--- config.mk ---
export PLATFORM = sky130hd
export DESIGN_NAME = pin_function_controller
export DESIGN_NICKNAME = d
export VERILOG_FILES = /design/src/hdl/pin_function_pkg.sv /design/src/hdl/pin_route.sv /design/src/hdl/pin_function_controller.sv
export SDC_FILE = /design/constraint.sdc
export NUM_CORES = 1
export LEC_CHECK = 0
export BUFFER_PORTS_ARGS = -buffer_cell sky130_fd_sc_hd__buf_2
export CAP_MARGIN = 20
export CELL_PAD_IN_SITES_DETAIL_PLACEMENT = 0
export CELL_PAD_IN_SITES_GLOBAL_PLACEMENT = 1
export CORE_MARGIN = 4
export CORE_UTILIZATION = 47
export CTS_CLUSTER_DIAMETER = 80
export CTS_CLUSTER_SIZE = 10
export DETAILED_ROUTE_END_ITERATION = 6
export PLACE_DENSITY_LB_ADDON = 0.1
export REMOVE_ABC_BUFFERS = 1
export SYNTH_ARGS = -nofsm -noshare
export SYNTH_HDL_FRONTEND = slang
export SYNTH_SLANG_ARGS = --single-unit
--- constraint.sdc ---
create_clock -name pclk -period 8.8 [get_ports pclk]
set_input_delay 1.76 -clock pclk [delete_from_list [all_inputs] [get_ports pclk]]
set_output_delay 1.76 -clock pclk [all_outputs]
set_load 0.05 [all_outputs]
--- src/hdl/pin_function_pkg.sv ---
// constants for the pin function controller: register map, field layout, pin masks
package pin_function_pkg;

  // printed register offsets, kept as register indices; byte address is index times four
  localparam logic [31:0] PORT_A_DIRECTION_LOW_OFS           = 32'hFFFFD106;
  localparam logic [31:0] PORT_A_FUNCTION_CTRL_4_OFS         = 32'hFFFFD110;
  localparam logic [31:0] PORT_A_FUNCTION_CTRL_3_OFS         = 32'hFFFFD112;
  localparam logic [31:0] PORT_A_FUNCTION_CTRL_2_OFS         = 32'hFFFFD114;
  localparam logic [31:0] PORT_A_FUNCTION_CTRL_1_OFS         = 32'hFFFFD116;
  localparam logic [31:0] PORT_B_DIRECTION_HIGH_OFS          = 32'hFFFFD184;
  localparam logic [31:0] PORT_B_DIRECTION_LOW_OFS           = 32'hFFFFD186;
  localparam logic [31:0] PORT_B_FUNCTION_CTRL_HIGH_OFS      = 32'hFFFFD18E;
  localparam logic [31:0] PORT_B_FUNCTION_CTRL_2_OFS         = 32'hFFFFD194;
  localparam logic [31:0] PORT_B_FUNCTION_CTRL_1_OFS         = 32'hFFFFD196;
  localparam logic [31:0] PORT_E_DIRECTION_LOW_OFS           = 32'hFFFFD306;
  localparam logic [31:0] PORT_E_FUNCTION_CTRL_4_OFS         = 32'hFFFFD310;
  localparam logic [31:0] PORT_E_FUNCTION_CTRL_3_OFS         = 32'hFFFFD312;
  localparam logic [31:0] PORT_E_FUNCTION_CTRL_2_OFS         = 32'hFFFFD314;
  localparam logic [31:0] PORT_E_FUNCTION_CTRL_1_OFS         = 32'hFFFFD316;
  localparam logic [31:0] INTERRUPT_OUTPUT_FUNCTION_CTRL_OFS = 32'hFFFFD322;

  localparam int NUM_REGS = 16;
  localparam logic [31:0] REG_OFFSET [NUM_REGS] = '{
    PORT_A_DIRECTION_LOW_OFS, PORT_A_FUNCTION_CTRL_4_OFS, PORT_A_FUNCTION_CTRL_3_OFS,
    PORT_A_FUNCTION_CTRL_2_OFS, PORT_A_FUNCTION_CTRL_1_OFS, PORT_B_DIRECTION_HIGH_OFS,
    PORT_B_DIRECTION_LOW_OFS, PORT_B_FUNCTION_CTRL_HIGH_OFS, PORT_B_FUNCTION_CTRL_2_OFS,
    PORT_B_FUNCTION_CTRL_1_OFS, PORT_E_DIRECTION_LOW_OFS, PORT_E_FUNCTION_CTRL_4_OFS,
    PORT_E_FUNCTION_CTRL_3_OFS, PORT_E_FUNCTION_CTRL_2_OFS, PORT_E_FUNCTION_CTRL_1_OFS,
    INTERRUPT_OUTPUT_FUNCTION_CTRL_OFS};

  // storage index of each register
  localparam logic [3:0] IDX_PA_DIR   = 4'h0;
  localparam logic [3:0] IDX_PA_FC4   = 4'h1;
  localparam logic [3:0] IDX_PA_FC3   = 4'h2;
  localparam logic [3:0] IDX_PA_FC2   = 4'h3;
  localparam logic [3:0] IDX_PA_FC1   = 4'h4;
  localparam logic [3:0] IDX_PB_DIR_H = 4'h5;
  localparam logic [3:0] IDX_PB_DIR_L = 4'h6;
  localparam logic [3:0] IDX_PB_FC_H  = 4'h7;
  localparam logic [3:0] IDX_PB_FC2   = 4'h8;
  localparam logic [3:0] IDX_PB_FC1   = 4'h9;
  localparam logic [3:0] IDX_PE_DIR   = 4'hA;
  localparam logic [3:0] IDX_PE_FC4   = 4'hB;
  localparam logic [3:0] IDX_PE_FC3   = 4'hC;
  localparam logic [3:0] IDX_PE_FC2   = 4'hD;
  localparam logic [3:0] IDX_PE_FC1   = 4'hE;
  localparam logic [3:0] IDX_INTERRUPT_OUTPUT_FUNCTION_CTRL     = 4'hF;

  // registers that are function-control (reserved bit per nibble)
  localparam logic [15:0] CTRL_REG_SET    = 16'h7B9E;
  // registers at 32-bit aligned addresses that allow a 32-bit access
  localparam logic [15:0] WIDE_ACCESS_SET = 16'h292A;

  localparam logic [15:0] REG_RESET       = 16'h0000;
  localparam logic [15:0] FULL_WRITE_MASK = 16'hFFFF;
  localparam logic [15:0] CTRL_WRITE_MASK = 16'h7777;

  // function field: three bits per pin in each nibble, top bit of nibble reserved
  localparam int         FIELD_WIDTH = 3;
  localparam int         FIELD_PITCH = 4;
  localparam logic [2:0] FUNC_PORT   = 3'h0;

  // port A pins not bonded out on the small package, and pins taken by boundary scan
  localparam logic [15:0] PA_UNBONDED = 16'hFC24;
  localparam logic [15:0] PA_SCAN_PINS = 16'h0398;
  localparam logic [15:0] ALL_PINS     = 16'hFFFF;
  localparam logic [15:0] NO_PINS      = 16'h0000;

endpackage : pin_function_pkg

--- src/hdl/pin_route.sv ---
// per-port routing of direction and function fields to registered pin controls
`timescale 1ns/1ps
module pin_route (
  // clock and reset
  input  wire logic        pclk,
  input  wire logic        presetn,
  // register contents
  input  wire logic [15:0] direction,
  input  wire logic [63:0] function_ctrl,
  // pin masks
  input  wire logic [15:0] usable,
  input  wire logic [15:0] scan_owned,
  // pin controls
  output logic      [15:0] pin_oe,
  output logic      [47:0] pin_function
);

  logic [15:0] next_pin_oe;
  logic [47:0] next_pin_function;

  function automatic logic is_port(input logic [2:0] field);
    is_port = (field == pin_function_pkg::FUNC_PORT);
  endfunction : is_port

  for (genvar i = 0; i < 16; i++) begin : g_pin
    logic [2:0] field;
    assign field = function_ctrl[i*pin_function_pkg::FIELD_PITCH +: pin_function_pkg::FIELD_WIDTH];
    // direction counts only for a bonded pin in port mode, not under scan override
    assign next_pin_oe[i] = direction[i] & is_port(field)
                            & usable[i] & ~scan_owned[i];
    assign next_pin_function[i*3 +: 3] = scan_owned[i] ? pin_function_pkg::FUNC_PORT : field;
  end

  always_ff @(posedge pclk or negedge presetn) begin
    if (!presetn) begin
      pin_oe       <= 16'h0000;
      pin_function <= 48'h0000_0000_0000;
    end else begin
      pin_oe       <= next_pin_oe;
      pin_function <= next_pin_function;
    end
  end

endmodule : pin_route

--- src/hdl/pin_function_controller.sv ---
// pin function controller: APB register file and pin direction / function routing
//
// Summary of operation
// - port A direction bit one makes its pin output, zero makes it input
// - direction bit acts only while the pin is in port mode
// - port A direction bits 15 to 10, 5 and 2 have no effect
// - port A direction register is 16 bits, read/write, resets to zero
// - every direction, function and interrupt-output register resets to zero, read/write
// - aligned registers take 8/16/32-bit access; others only 8 and 16 bits
// - debug select low forces scan pins and break acknowledge over software choice
// - after reset every multiplexed pin is a port pin
// - function field is three bits, code 000 means port; software writes documented codes
// - reserved function-control bits read zero; software writes zero
`timescale 1ns/1ps
module pin_function_controller (
  // clock and reset
  input  wire logic        pclk,
  input  wire logic        presetn,
  // apb slave
  input  wire logic        psel,
  input  wire logic        penable,
  input  wire logic        pwrite,
  input  wire logic [31:0] paddr,
  input  wire logic [31:0] pwdata,
  input  wire logic [3:0]  pstrb,
  output logic      [31:0] prdata,
  output logic             pready,
  output logic             pslverr,
  // debug mode select pin, active low
  input  wire logic        debug_mode_select_n,
  // port A pin controls
  output logic      [15:0] port_a_oe,
  output logic      [47:0] port_a_function,
  output logic      [15:0] port_a_scan_owned,
  output logic             debug_break_acknowledge,
  // port B pin controls
  output logic      [15:0] port_b_oe,
  output logic      [47:0] port_b_function,
  output logic             port_b16_oe,
  output logic      [2:0]  port_b16_function,
  // port E pin controls
  output logic      [15:0] port_e_oe,
  output logic      [47:0] port_e_function,
  // interrupt output function control contents
  output logic      [15:0] interrupt_output_ctrl
);

  logic [15:0] regs [pin_function_pkg::NUM_REGS];
  logic [15:0] next_regs [pin_function_pkg::NUM_REGS];
  logic [31:0] next_prdata;
  logic        next_b16_oe;
  logic [2:0]  next_b16_function;
  logic [15:0] next_scan_owned;
  logic        next_break_ack;
  logic [15:0] next_irq_ctrl;

  logic        hit;
  logic [3:0]  idx;
  logic        setup;
  logic        access;
  logic        bad_size;
  logic        wr_ok;
  logic [15:0] lane_mask;
  logic [15:0] scan_now;

  // address decode: printed offset is the index, so compare address bits above the word
  function automatic logic [4:0] decode(input logic [31:0] addr);
    decode = 5'h00;
    for (int r = 0; r < pin_function_pkg::NUM_REGS; r++) begin
      if (addr[31:2] == pin_function_pkg::REG_OFFSET[r][29:0]) begin
        decode = {1'b1, r[3:0]};
      end
    end
  endfunction : decode

  // bits that software can change in a register
  function automatic logic [15:0] write_mask(input logic [3:0] r);
    if (pin_function_pkg::CTRL_REG_SET[r]) begin
      write_mask = pin_function_pkg::CTRL_WRITE_MASK;
    end else begin
      write_mask = pin_function_pkg::FULL_WRITE_MASK;
    end
  endfunction : write_mask

  assign {hit, idx} = decode(paddr);
  assign setup      = psel & ~penable;
  assign access     = psel & penable;
  // upper lanes only on a write to a register that allows 32-bit access
  assign bad_size   = pwrite & (|pstrb[3:2]) & ~pin_function_pkg::WIDE_ACCESS_SET[idx];
  assign wr_ok      = access & pwrite & hit & ~bad_size;
  assign lane_mask  = {{8{pstrb[1]}}, {8{pstrb[0]}}};

  // zero-wait slave; error on unmapped address or disallowed size
  assign pready  = 1'b1;
  assign pslverr = access & (~hit | bad_size);

  // register file next state
  always_comb begin
    for (int r = 0; r < pin_function_pkg::NUM_REGS; r++) begin
      next_regs[r] = regs[r];
    end
    if (wr_ok) begin
      next_regs[idx] = (regs[idx] & ~lane_mask)
                       | (pwdata[15:0] & lane_mask & write_mask(idx));
    end
  end

  always_ff @(posedge pclk or negedge presetn) begin
    if (!presetn) begin
      for (int r = 0; r < pin_function_pkg::NUM_REGS; r++) begin
        regs[r] <= pin_function_pkg::REG_RESET;
      end
    end else begin
      for (int r = 0; r < pin_function_pkg::NUM_REGS; r++) begin
        regs[r] <= next_regs[r];
      end
    end
  end

  // read data captured in the setup cycle, valid through the access cycle
  always_comb begin
    next_prdata = prdata;
    if (setup) begin
      next_prdata = hit ? {16'h0000, regs[idx] & write_mask(idx)} : 32'h0000_0000;
    end
  end

  always_ff @(posedge pclk or negedge presetn) begin
    if (!presetn) begin
      prdata <= 32'h0000_0000;
    end else begin
      prdata <= next_prdata;
    end
  end

  // debug override: scan pins and break acknowledge taken from software
  assign scan_now = debug_mode_select_n ? pin_function_pkg::NO_PINS
                                        : pin_function_pkg::PA_SCAN_PINS;

  // port B pin 16, interrupt-output control and debug status
  always_comb begin
    next_b16_function = regs[pin_function_pkg::IDX_PB_FC_H][2:0];
    next_b16_oe       = regs[pin_function_pkg::IDX_PB_DIR_H][0]
                        & (next_b16_function == pin_function_pkg::FUNC_PORT);
    next_scan_owned   = scan_now;
    next_break_ack    = ~debug_mode_select_n;
    next_irq_ctrl     = regs[pin_function_pkg::IDX_INTERRUPT_OUTPUT_FUNCTION_CTRL];
  end

  always_ff @(posedge pclk or negedge presetn) begin
    if (!presetn) begin
      port_b16_oe             <= 1'b0;
      port_b16_function       <= 3'h0;
      port_a_scan_owned       <= 16'h0000;
      debug_break_acknowledge <= 1'b0;
      interrupt_output_ctrl   <= 16'h0000;
    end else begin
      port_b16_oe             <= next_b16_oe;
      port_b16_function       <= next_b16_function;
      port_a_scan_owned       <= next_scan_owned;
      debug_break_acknowledge <= next_break_ack;
      interrupt_output_ctrl   <= next_irq_ctrl;
    end
  end

  pin_route u_port_a (
    .pclk          (pclk),
    .presetn       (presetn),
    .direction     (regs[pin_function_pkg::IDX_PA_DIR]),
    .function_ctrl ({regs[pin_function_pkg::IDX_PA_FC4], regs[pin_function_pkg::IDX_PA_FC3],
                     regs[pin_function_pkg::IDX_PA_FC2], regs[pin_function_pkg::IDX_PA_FC1]}),
    .usable        (~pin_function_pkg::PA_UNBONDED),
    .scan_owned    (scan_now),
    .pin_oe        (port_a_oe),
    .pin_function  (port_a_function)
  );

  pin_route u_port_b (
    .pclk          (pclk),
    .presetn       (presetn),
    .direction     (regs[pin_function_pkg::IDX_PB_DIR_L]),
    .function_ctrl ({32'h0000_0000, regs[pin_function_pkg::IDX_PB_FC2],
                     regs[pin_function_pkg::IDX_PB_FC1]}),
    .usable        (pin_function_pkg::ALL_PINS),
    .scan_owned    (pin_function_pkg::NO_PINS),
    .pin_oe        (port_b_oe),
    .pin_function  (port_b_function)
  );

  pin_route u_port_e (
    .pclk          (pclk),
    .presetn       (presetn),
    .direction     (regs[pin_function_pkg::IDX_PE_DIR]),
    .function_ctrl ({regs[pin_function_pkg::IDX_PE_FC4], regs[pin_function_pkg::IDX_PE_FC3],
                     regs[pin_function_pkg::IDX_PE_FC2], regs[pin_function_pkg::IDX_PE_FC1]}),
    .usable        (pin_function_pkg::ALL_PINS),
    .scan_owned    (pin_function_pkg::NO_PINS),
    .pin_oe        (port_e_oe),
    .pin_function  (port_e_function)
  );
endmodule : pin_function_controller

==> key figures, run 1 <==
STA
  – Worst clock skew: 0.02295 ns
  – Relative slew slack: 25.87%
  – Count of final max-slew check failures: 0
  – Slack of the critical path: 2.087 ns
  – RSZ-0062 raised after global routing: no
  – Worst Hold Slack: 0.4002 ns
  – Final Setup Violations: 0
  – Min Clock Period, post-route: 6.713 ns
  – Final critical-path share of the clock period: 76.29%
  – Slew @ Worst Pin: 1.109 ns
  – Final Hold Violating Endpoints: 0
  – Maximum achievable frequency: 149.0 MHz
  – Setup tns final: 0 ns

Routing
  – Met3 WL: 4168 microns
  – Vias/cell: 5.734
  – Via count of the routed design: 14.79k
  – Routed met1 length: 26280 microns
  – Drt total wl: 62460 microns
  – Antenna Violating Nets Remaining: 0
  – Routed length per instance: 24.22 microns
  – DR top layer: met4
  – Count of TritonRoute iterations in the first routing pass: 7
  – Detailed-routed wire length on met2: 29730 microns
  – Residual DRC count: 8
  – Iteration-0 DRC Markers: 1265

Clocking
  – Number of buffers inserted during clock tree synthesis: 51
  – Clock-pin slew of the registers on the worst-case setup and hold paths: 0.05 ns
  – Post-CTS Resized: 0
  – Hold_buf cts: 0
  – Insertion delay of the later-clocked pin in the worst-skew pair: 0.60 ns
  – Clock tree from TritonCTS: done
  – Bufs on Longest Clock Path: 3
  – Total setup buffers inserted after CTS: 0
  – Number of H-tree branching levels: 2
  – Number of clock sinks: 453
  – CTS Root Cell: sky130_fd_sc_hd__clkbuf_16

Critical path
  – Count of buffer and inverter cells on the critical path: 3
  – Worst reg2reg path startpoint: regs[184]
  – CP max stage delay: 0.57 ns
  – Crit path required time: 7.04 ns
  – Slowest-stage cell, CP: sky130_fd_sc_hd__or4b_1
  – Cell breakdown of the critical path: buf_2 > or4b_1 > nor2_1 > buf_4 > o2111ai_1 > nand2_1 > ha_1 > a21o_1 > nand4_1 > nor2_1 > buf_2
  – Worst Reg-to-Reg Cells: 6
  – CP arrival: 4.95 ns
  – Critical R2R Capture: regs[152]
  – Maximum net fanout on the critical path: 21
  – Cell family with the largest share of critical-path delay: simple AND/OR/NAND/NOR gates
  – Flop-to-flop setup slack: 6.21 ns
  – Category of the most critical setup path: primary input to primary output
  – Crit. End Element: primary output
  – Startpoint class of the critical path: primary input

Floorplan
  – Number of I/O pins: 337
  – Number of placement rows: 74
  – Horizontal extent of the die: 211.4 microns
  – Starting density of the core: 47.62%
  – Die span in y: 211.4 microns
  – Die area: 0.04469 sq mm
  – Standard cell core area: 0.04083 sq mm

Power and ir drop
  – Power Density: 184.1 mW/mm^2
  – Worst IR Drop VDD: 0.1162 mV
  – LEAKAGE: 10.68 nW

Min path
  – Beginning of the worst hold path: regs[234]
  – Hold EP: u_port_a.pin_function[44]
  – Class of the tightest hold or removal check: flop to flop
  – Depth of the worst hold-timing path: 0

Placement
  – Setup Slack @ Placement: 2.195 ns
  – IO buf count: 258
  – Routability cong.: 0.9087
  – HPWL reported at the end of detailed placement: 45120 microns
  – Cells after DPL: 2518

Cells and area
  – Number of cells in the finished layout apart from fillers: 2579
  – Post-layout util: 54.62%
  – Layout fillers: 3607
  – Synth-to-Final Area Change: 14.69%
  – Layout Nets: 2122
  – Share of final-layout standard cells stronger than drive strength 1: 21.31%
  – Multi-input combinational cell area: 0.007341 sq mm
  – Register area: 0.01134 sq mm

Global routing
  – Global route overflow: 0
  – Number of antenna violations at the first check in global routing: 0
  – Vias in the first global route: 14.47k
  – Maximum number of pins on one net before global-route repair: 169
  – Total Routing Usage GR: 27.48%
  – First-pass GRT wire length: 92400 microns

Synthesis
  – Post-synthesis area per instance: 10.77 sq um
  – Synth warn: 0
  – Number of flops mapped to enable cells by yosys: 0
  – Cell count after synthesis: 1806
  – Post-synthesis cell type count: 89
  – Seq cells post-synth: 453
  – Async set-or-reset flop fraction in the synthesized netlist: 100.0%
  – Proportion of synthesized chip area in sequential cells: 58.30%
  – Main synth FF type: sky130_fd_sc_hd__dfrtp_1
  – Cell area after technology mapping: 0.01944 sq mm

Status
  – Violations in the final reports: design-rule violations
  – Status: finished with violations

Job
  – Total of max-cap violations: 0
[routing by layer]
metal  GRT usage (%)  vias to the layer above
li1                -                     6767
met1           37.92                     7360
met2           44.27                      539
met3           4.535                      123
met4           10.35                        0
met5               0                        -
[sequential cells by signal, summed over array words and instances, names as in the netlist]
| register | cells |
|---|---|
| interrupt_output_ctrl | 16 |
| next_b16_function | 3 |
| next_irq_ctrl | 16 |
| port_a_scan_owned | 1 |
| port_b16_function | 3 |
| port_b16_oe | 1 |
| prdata | 16 |
| regs | 237 |
| u_port_a.pin_function | 48 |
| u_port_a.pin_oe | 8 |
| u_port_b.pin_function | 24 |
| u_port_b.pin_oe | 16 |
| u_port_e.pin_function | 48 |
| u_port_e.pin_oe | 16 |
[per-stage QoR]
stage / power, mW / area [sq um]
floorplan: 2.224 / 18670
global placement: 2.324 / 20920
detailed placement: 2.326 / 20930
CTS: 4.140 / 22270
global route: 4.238 / 22300
finish: 4.107 / 22300
[cell type report]
cell class,instances,area share [%]
flip-flops and latches,453,50.83
well taps,532,2.985
clock buffers,53,5.756
clock inverters,4,0.2469
multi-input cells,1235,32.92
inverters,8,0.1346
repair buffers,293,7.120
diodes,1,0.01122
[worst max path at each step]
stage                          to  depth (start not counted)      start
final                     pslverr                         11  paddr[13]
after global routing      pslverr                         10   paddr[6]
after floorplan           pslverr                          9  paddr[29]
after detailed placement  pslverr                         11  paddr[13]
after global placement    pslverr                         10   paddr[2]
after CTS                 pslverr                         11  paddr[13]
[synth_stat cells, drive strengths merged, types with 22 or more instances]
library cell	n	area share [%]
dfrtp	453	58
nand2	273	5.3
o21ai	207	5.3
buf	99	3.8
nor2	99	1.9
a21oi	98	2.8
clkbuf	69	1.3
mux2i	60	3.1
nand3	51	1.3
mux2	35	2.0
and2	34	1.1
nor4b	30	1.4
nor3	29	0.86
a31oi	22	0.71
nor4	22	0.88
[worst reg2reg max path, delay by kind of cell (launching register included)]
kind            cells  cell delay (ns)
buf+inv             1             0.28
flops               1             0.42
mux                 1             0.29
compound gates      4             1.45
[report_power, final]
part           switching [mW]  total (mW)  internal, mW
combinational           0.174       0.205        0.0306
clock                   0.792        1.82          1.02
sequential           0.000275        2.09          2.09
total                   0.966        4.11          3.14
[placed cells by master (no fill, tap or decap), drive strengths merged, types with 4 or more instances in the layout]
master   count
a2111oi      7
a211oi       6
a21o        12
a21oi       98
a221oi       6
a222oi       6
a22o         4
a2bb2oi      5
a31oi       22
and2        34
and3        10
buf        293
clkbuf      53
conb        60
dfrtp      453
ha           6
inv         10
mux2        35
mux2i       60
nand2      273
nand2b       8
nand3       51
nand4        9
nor2        99
nor2b        5
nor3        29
nor4        22
nor4b       30
o211ai       5
o21ai      207
o22a         7
o22ai       20
o31ai       17
or2          7
or3          4
or4         10
[logic make-up after synthesis]
group | after synthesis | share of synthesized area, %
buf+inv | 176 | 5.238
simple gates | 613 | 15.82
compound gates | 457 | 14.71
fa+ha+maj | 6 | 0.3861
other cells | 2 | 0.03862
mux | 98 | 5.463
flops | 453 | 58.30
xor+xnor | 1 | 0.04505
Power figures use the tool's default switching activity.
==> inputs of run 2 (changes only) <==
Settings changed: CORE_UTILIZATION 47 to 40.
Clock period 8.8 ns to 5.5 ns, I/O delays scaled along.
==> run 2 against run 1 <==
Against the previous run: the flow now finishes without violations; first-iteration DRC count grew 8.1%; clock skew grew 0.0021 ns; critical path depth down 1; non-clock buffer count rose by 38; utilization shrank 7.2 points; via count up 0.70%; global-route usage is 2.4 points lower; clock power rose by 60%; combinational power rose by 66%; worst hold slack lost 0.0024 ns; die area increased by 17%; largest cell class unchanged; highest routed layer unchanged.
==> key figures, run 2 (synthesized netlist as in run 1, its figures left out) <==
Status
  – Status: finished clean

Critical path
  – Maximum net fanout on the critical path: 12 (-43%)
  – CP max stage delay: 0.51 ns (-0.06 ns)
  – Flop-to-flop setup slack: 3.18 ns (-3.03 ns)
  – Cell breakdown of the critical path: buf_2 > nand3b_1 > nor2_1 > a32oi_1 > o22ai_4 > ha_1 > a21o_1 > nand4_1 > nor2_1 > buf_2
  – Cell family with the largest share of critical-path delay: compound AO/OA/AOI/OAI gates
  – CP arrival: 3.90 ns (-1.05 ns)
  – Slowest-stage cell, CP: sky130_fd_sc_hd__a32oi_1
  – Count of buffer and inverter cells on the critical path: 2 (-1)
  – Crit path required time: 4.40 ns (-2.64 ns)
  – Crit. End Element: primary output
  – Category of the most critical setup path: primary input to primary output
  – Startpoint class of the critical path: primary input

Power and ir drop
  – LEAKAGE: 10.88 nW (+1.9%)
  – Clock network fraction of design power: 44.2% (about the same)
  – Sequential Power Share: 50.6% (-0.2 points)
  – Net switching fraction of the power: 23.54% (about the same)
  – Switching power of the nets: 1.553 mW (+61%)
  – Cell-internal power: 5.043 mW (+61%)
  – Share of power burned in combinational logic: 5.2% (+0.2 points)
  – Power Density: 289.9 mW/mm^2 (+57%)
  – Total chip power: 6.595 mW (+61%)
  – Worst IR Drop VDD: 0.2008 mV (+73%)

Clocking
  – Number of buffers inserted during clock tree synthesis: 51 (unchanged)
  – Number of clock sinks: 453 (unchanged)
  – Number of H-tree branching levels: 2 (unchanged)
  – CTS Root Cell: sky130_fd_sc_hd__clkbuf_16
  – Insertion delay of the later-clocked pin in the worst-skew pair: 0.61 ns (about the same)
  – Bufs on Longest Clock Path: 3 (unchanged)
  – Hold_buf cts: 0 (unchanged)
  – Clock tree from TritonCTS: done
  – Clock-pin slew of the registers on the worst-case setup and hold paths: 0.05 ns (about the same)
  – Total setup buffers inserted after CTS: 0 (unchanged)
  – Post-CTS Resized: 0 (unchanged)

Routing
  – Count of TritonRoute iterations in the first routing pass: 6 (-1)
  – Routed met1 length: 28850 microns (+9.8%)
  – DR top layer: met4
  – Iteration-0 DRC Markers: 1368 (+8.1%)
  – Residual DRC count: 0 (-8)
  – Drt total wl: 66290 microns (+6.1%)
  – Met3 WL: 3461 microns (-17%)
  – Antenna Violating Nets Remaining: 0 (unchanged)
  – Via count of the routed design: 14.89k (+0.70%)
  – Detailed-routed wire length on met2: 32400 microns (+9.0%)
  – Vias/cell: 5.520 (-3.7%)
  – Routed length per instance: 24.57 microns (+1.4%)

STA
  – Count of final max-slew check failures: 0 (unchanged)
  – Final Setup Violations: 0 (unchanged)
  – Relative slew slack: 23.19% (-2.7 points)
  – Setup tns final: 0 ns (unchanged)
  – Min Clock Period, post-route: 4.995 ns
  – RSZ-0062 raised after global routing: no
  – Final Hold Violating Endpoints: 0 (unchanged)
  – Maximum achievable frequency: 200.2 MHz
  – Worst clock skew: 0.02503 ns (+0.002084 ns)
  – Slew @ Worst Pin: 1.147 ns (+0.03828 ns)
  – Final critical-path share of the clock period: 90.82%
  – Worst Hold Slack: 0.3978 ns (-0.002373 ns)

Placement
  – IO buf count: 258 (unchanged)
  – Routability cong.: 0.9514 (+4.7%)
  – HPWL reported at the end of detailed placement: 48950 microns (+8.5%)

Global routing
  – First-pass GRT wire length: 99880 microns (+8.1%)
  – Global route overflow: 0 (unchanged)
  – Vias in the first global route: 14.98k (+3.5%)
  – Number of antenna violations at the first check in global routing: 1 (+1)
  – Total Routing Usage GR: 25.10% (-2.4 points)
  – Maximum number of pins on one net before global-route repair: 126 (-25%)

Floorplan
  – Number of placement rows: 80 (+8.1%)
  – Number of I/O pins: 337 (unchanged)
  – Starting density of the core: 40.56% (-7.1 points)
  – Die area: 0.05220 sq mm (+17%)
  – Horizontal extent of the die: 228.5 microns (+8.1%)
  – Die span in y: 228.5 microns (+8.1%)
  – Standard cell core area: 0.04795 sq mm (+17%)

Cells and area
  – Layout fillers: 4521 (+25%)
  – Share of final-layout standard cells stronger than drive strength 1: 22.76% (+1.4 points)
  – Max reg flops: 237 (unchanged)
  – Synth-to-Final Area Change: 16.99%
  – Register area: 0.01134 sq mm (unchanged)
  – Post-layout util: 47.45% (-7.2 points)
  – Antenna diodes: 0 (-1)
  – Largest register by flop count: regs
  – Layout Nets: 2160 (+1.8%)
  – Most frequent standard cell in the layout excluding fill and tap cells: sky130_fd_sc_hd__dfrtp_1
  – Most frequent cells in the layout: sky130_fd_sc_hd__dfrtp_1 (453), sky130_fd_sc_hd__nand2_1 (273), sky130_fd_sc_hd__buf_2 (257)
  – Largest registers: regs: 237 flops, u_port_a.pin_function: 48 flops, u_port_e.pin_function: 48 flops
  – Multi-input combinational cell area: 0.007332 sq mm (-0.12%)

Job
  – Total of max-cap violations: 0 (unchanged)

Min path
  – Class of the tightest hold or removal check: primary input to asynchronous set/reset pin
run 2: path summary, 6_finish.rpt:
check | start | end | depth (start not counted)
worst max register to register | regs[56] | regs[200] | 6
worst min register to register | regs[236] | u_port_a.pin_function[45] | 0
max in group asynchronous | presetn | u_port_e.pin_function[23] | 2
worst max-delay path | paddr[2] | pslverr | 10
worst min-delay path | presetn | regs[50] | 1
min in group pclk | regs[236] | u_port_a.pin_function[45] | 0
run 2: routing by layer:
| metal | vias to the layer above | track usage, % |
|---|---|---|
| met3 | 85 | 3.240 |
| met1 | 7497 | 34.85 |
| met2 | 467 | 42.01 |
| li1 | 6843 | - |
| met4 | 0 | 6.429 |
| met5 | - | 0 |
run 2: layout make-up:
type,count,share of cell area [%]
Timing Repair Buffer,331,8.514
Multi-Input combinational cell,1235,32.23
Clock inverter,4,0.2420
Inverter,8,0.1320
Sequential cell,453,49.83
Tap cell,615,3.382
Clock buffer,52,5.670
run 2: power by group through the flow:
stage	Clock (mW)	Combinational (mW)	Sequential (mW)
after floorplan	0	0.155	3.40
after global placement	0	0.342	3.39
after detailed placement	0	0.345	3.39
after CTS	3.00	0.345	3.34
after global routing	3.12	0.373	3.33
final	2.92	0.341	3.34
run 2: metrics by stage:
step / instance area (sq um) / cells / worst slack (ns)
2_1_floorplan: 18670 / 1696 / -4.236
3_3_place_gp: 21400 / 2642 / 0.5388
3_5_place_dp: 21400 / 2642 / 0.4945
4_1_cts: 22750 / 2698 / 0.5445
5_1_grt: 22750 / 2698 / 0.3598
6_report: 22750 / 2698 / 0.5047
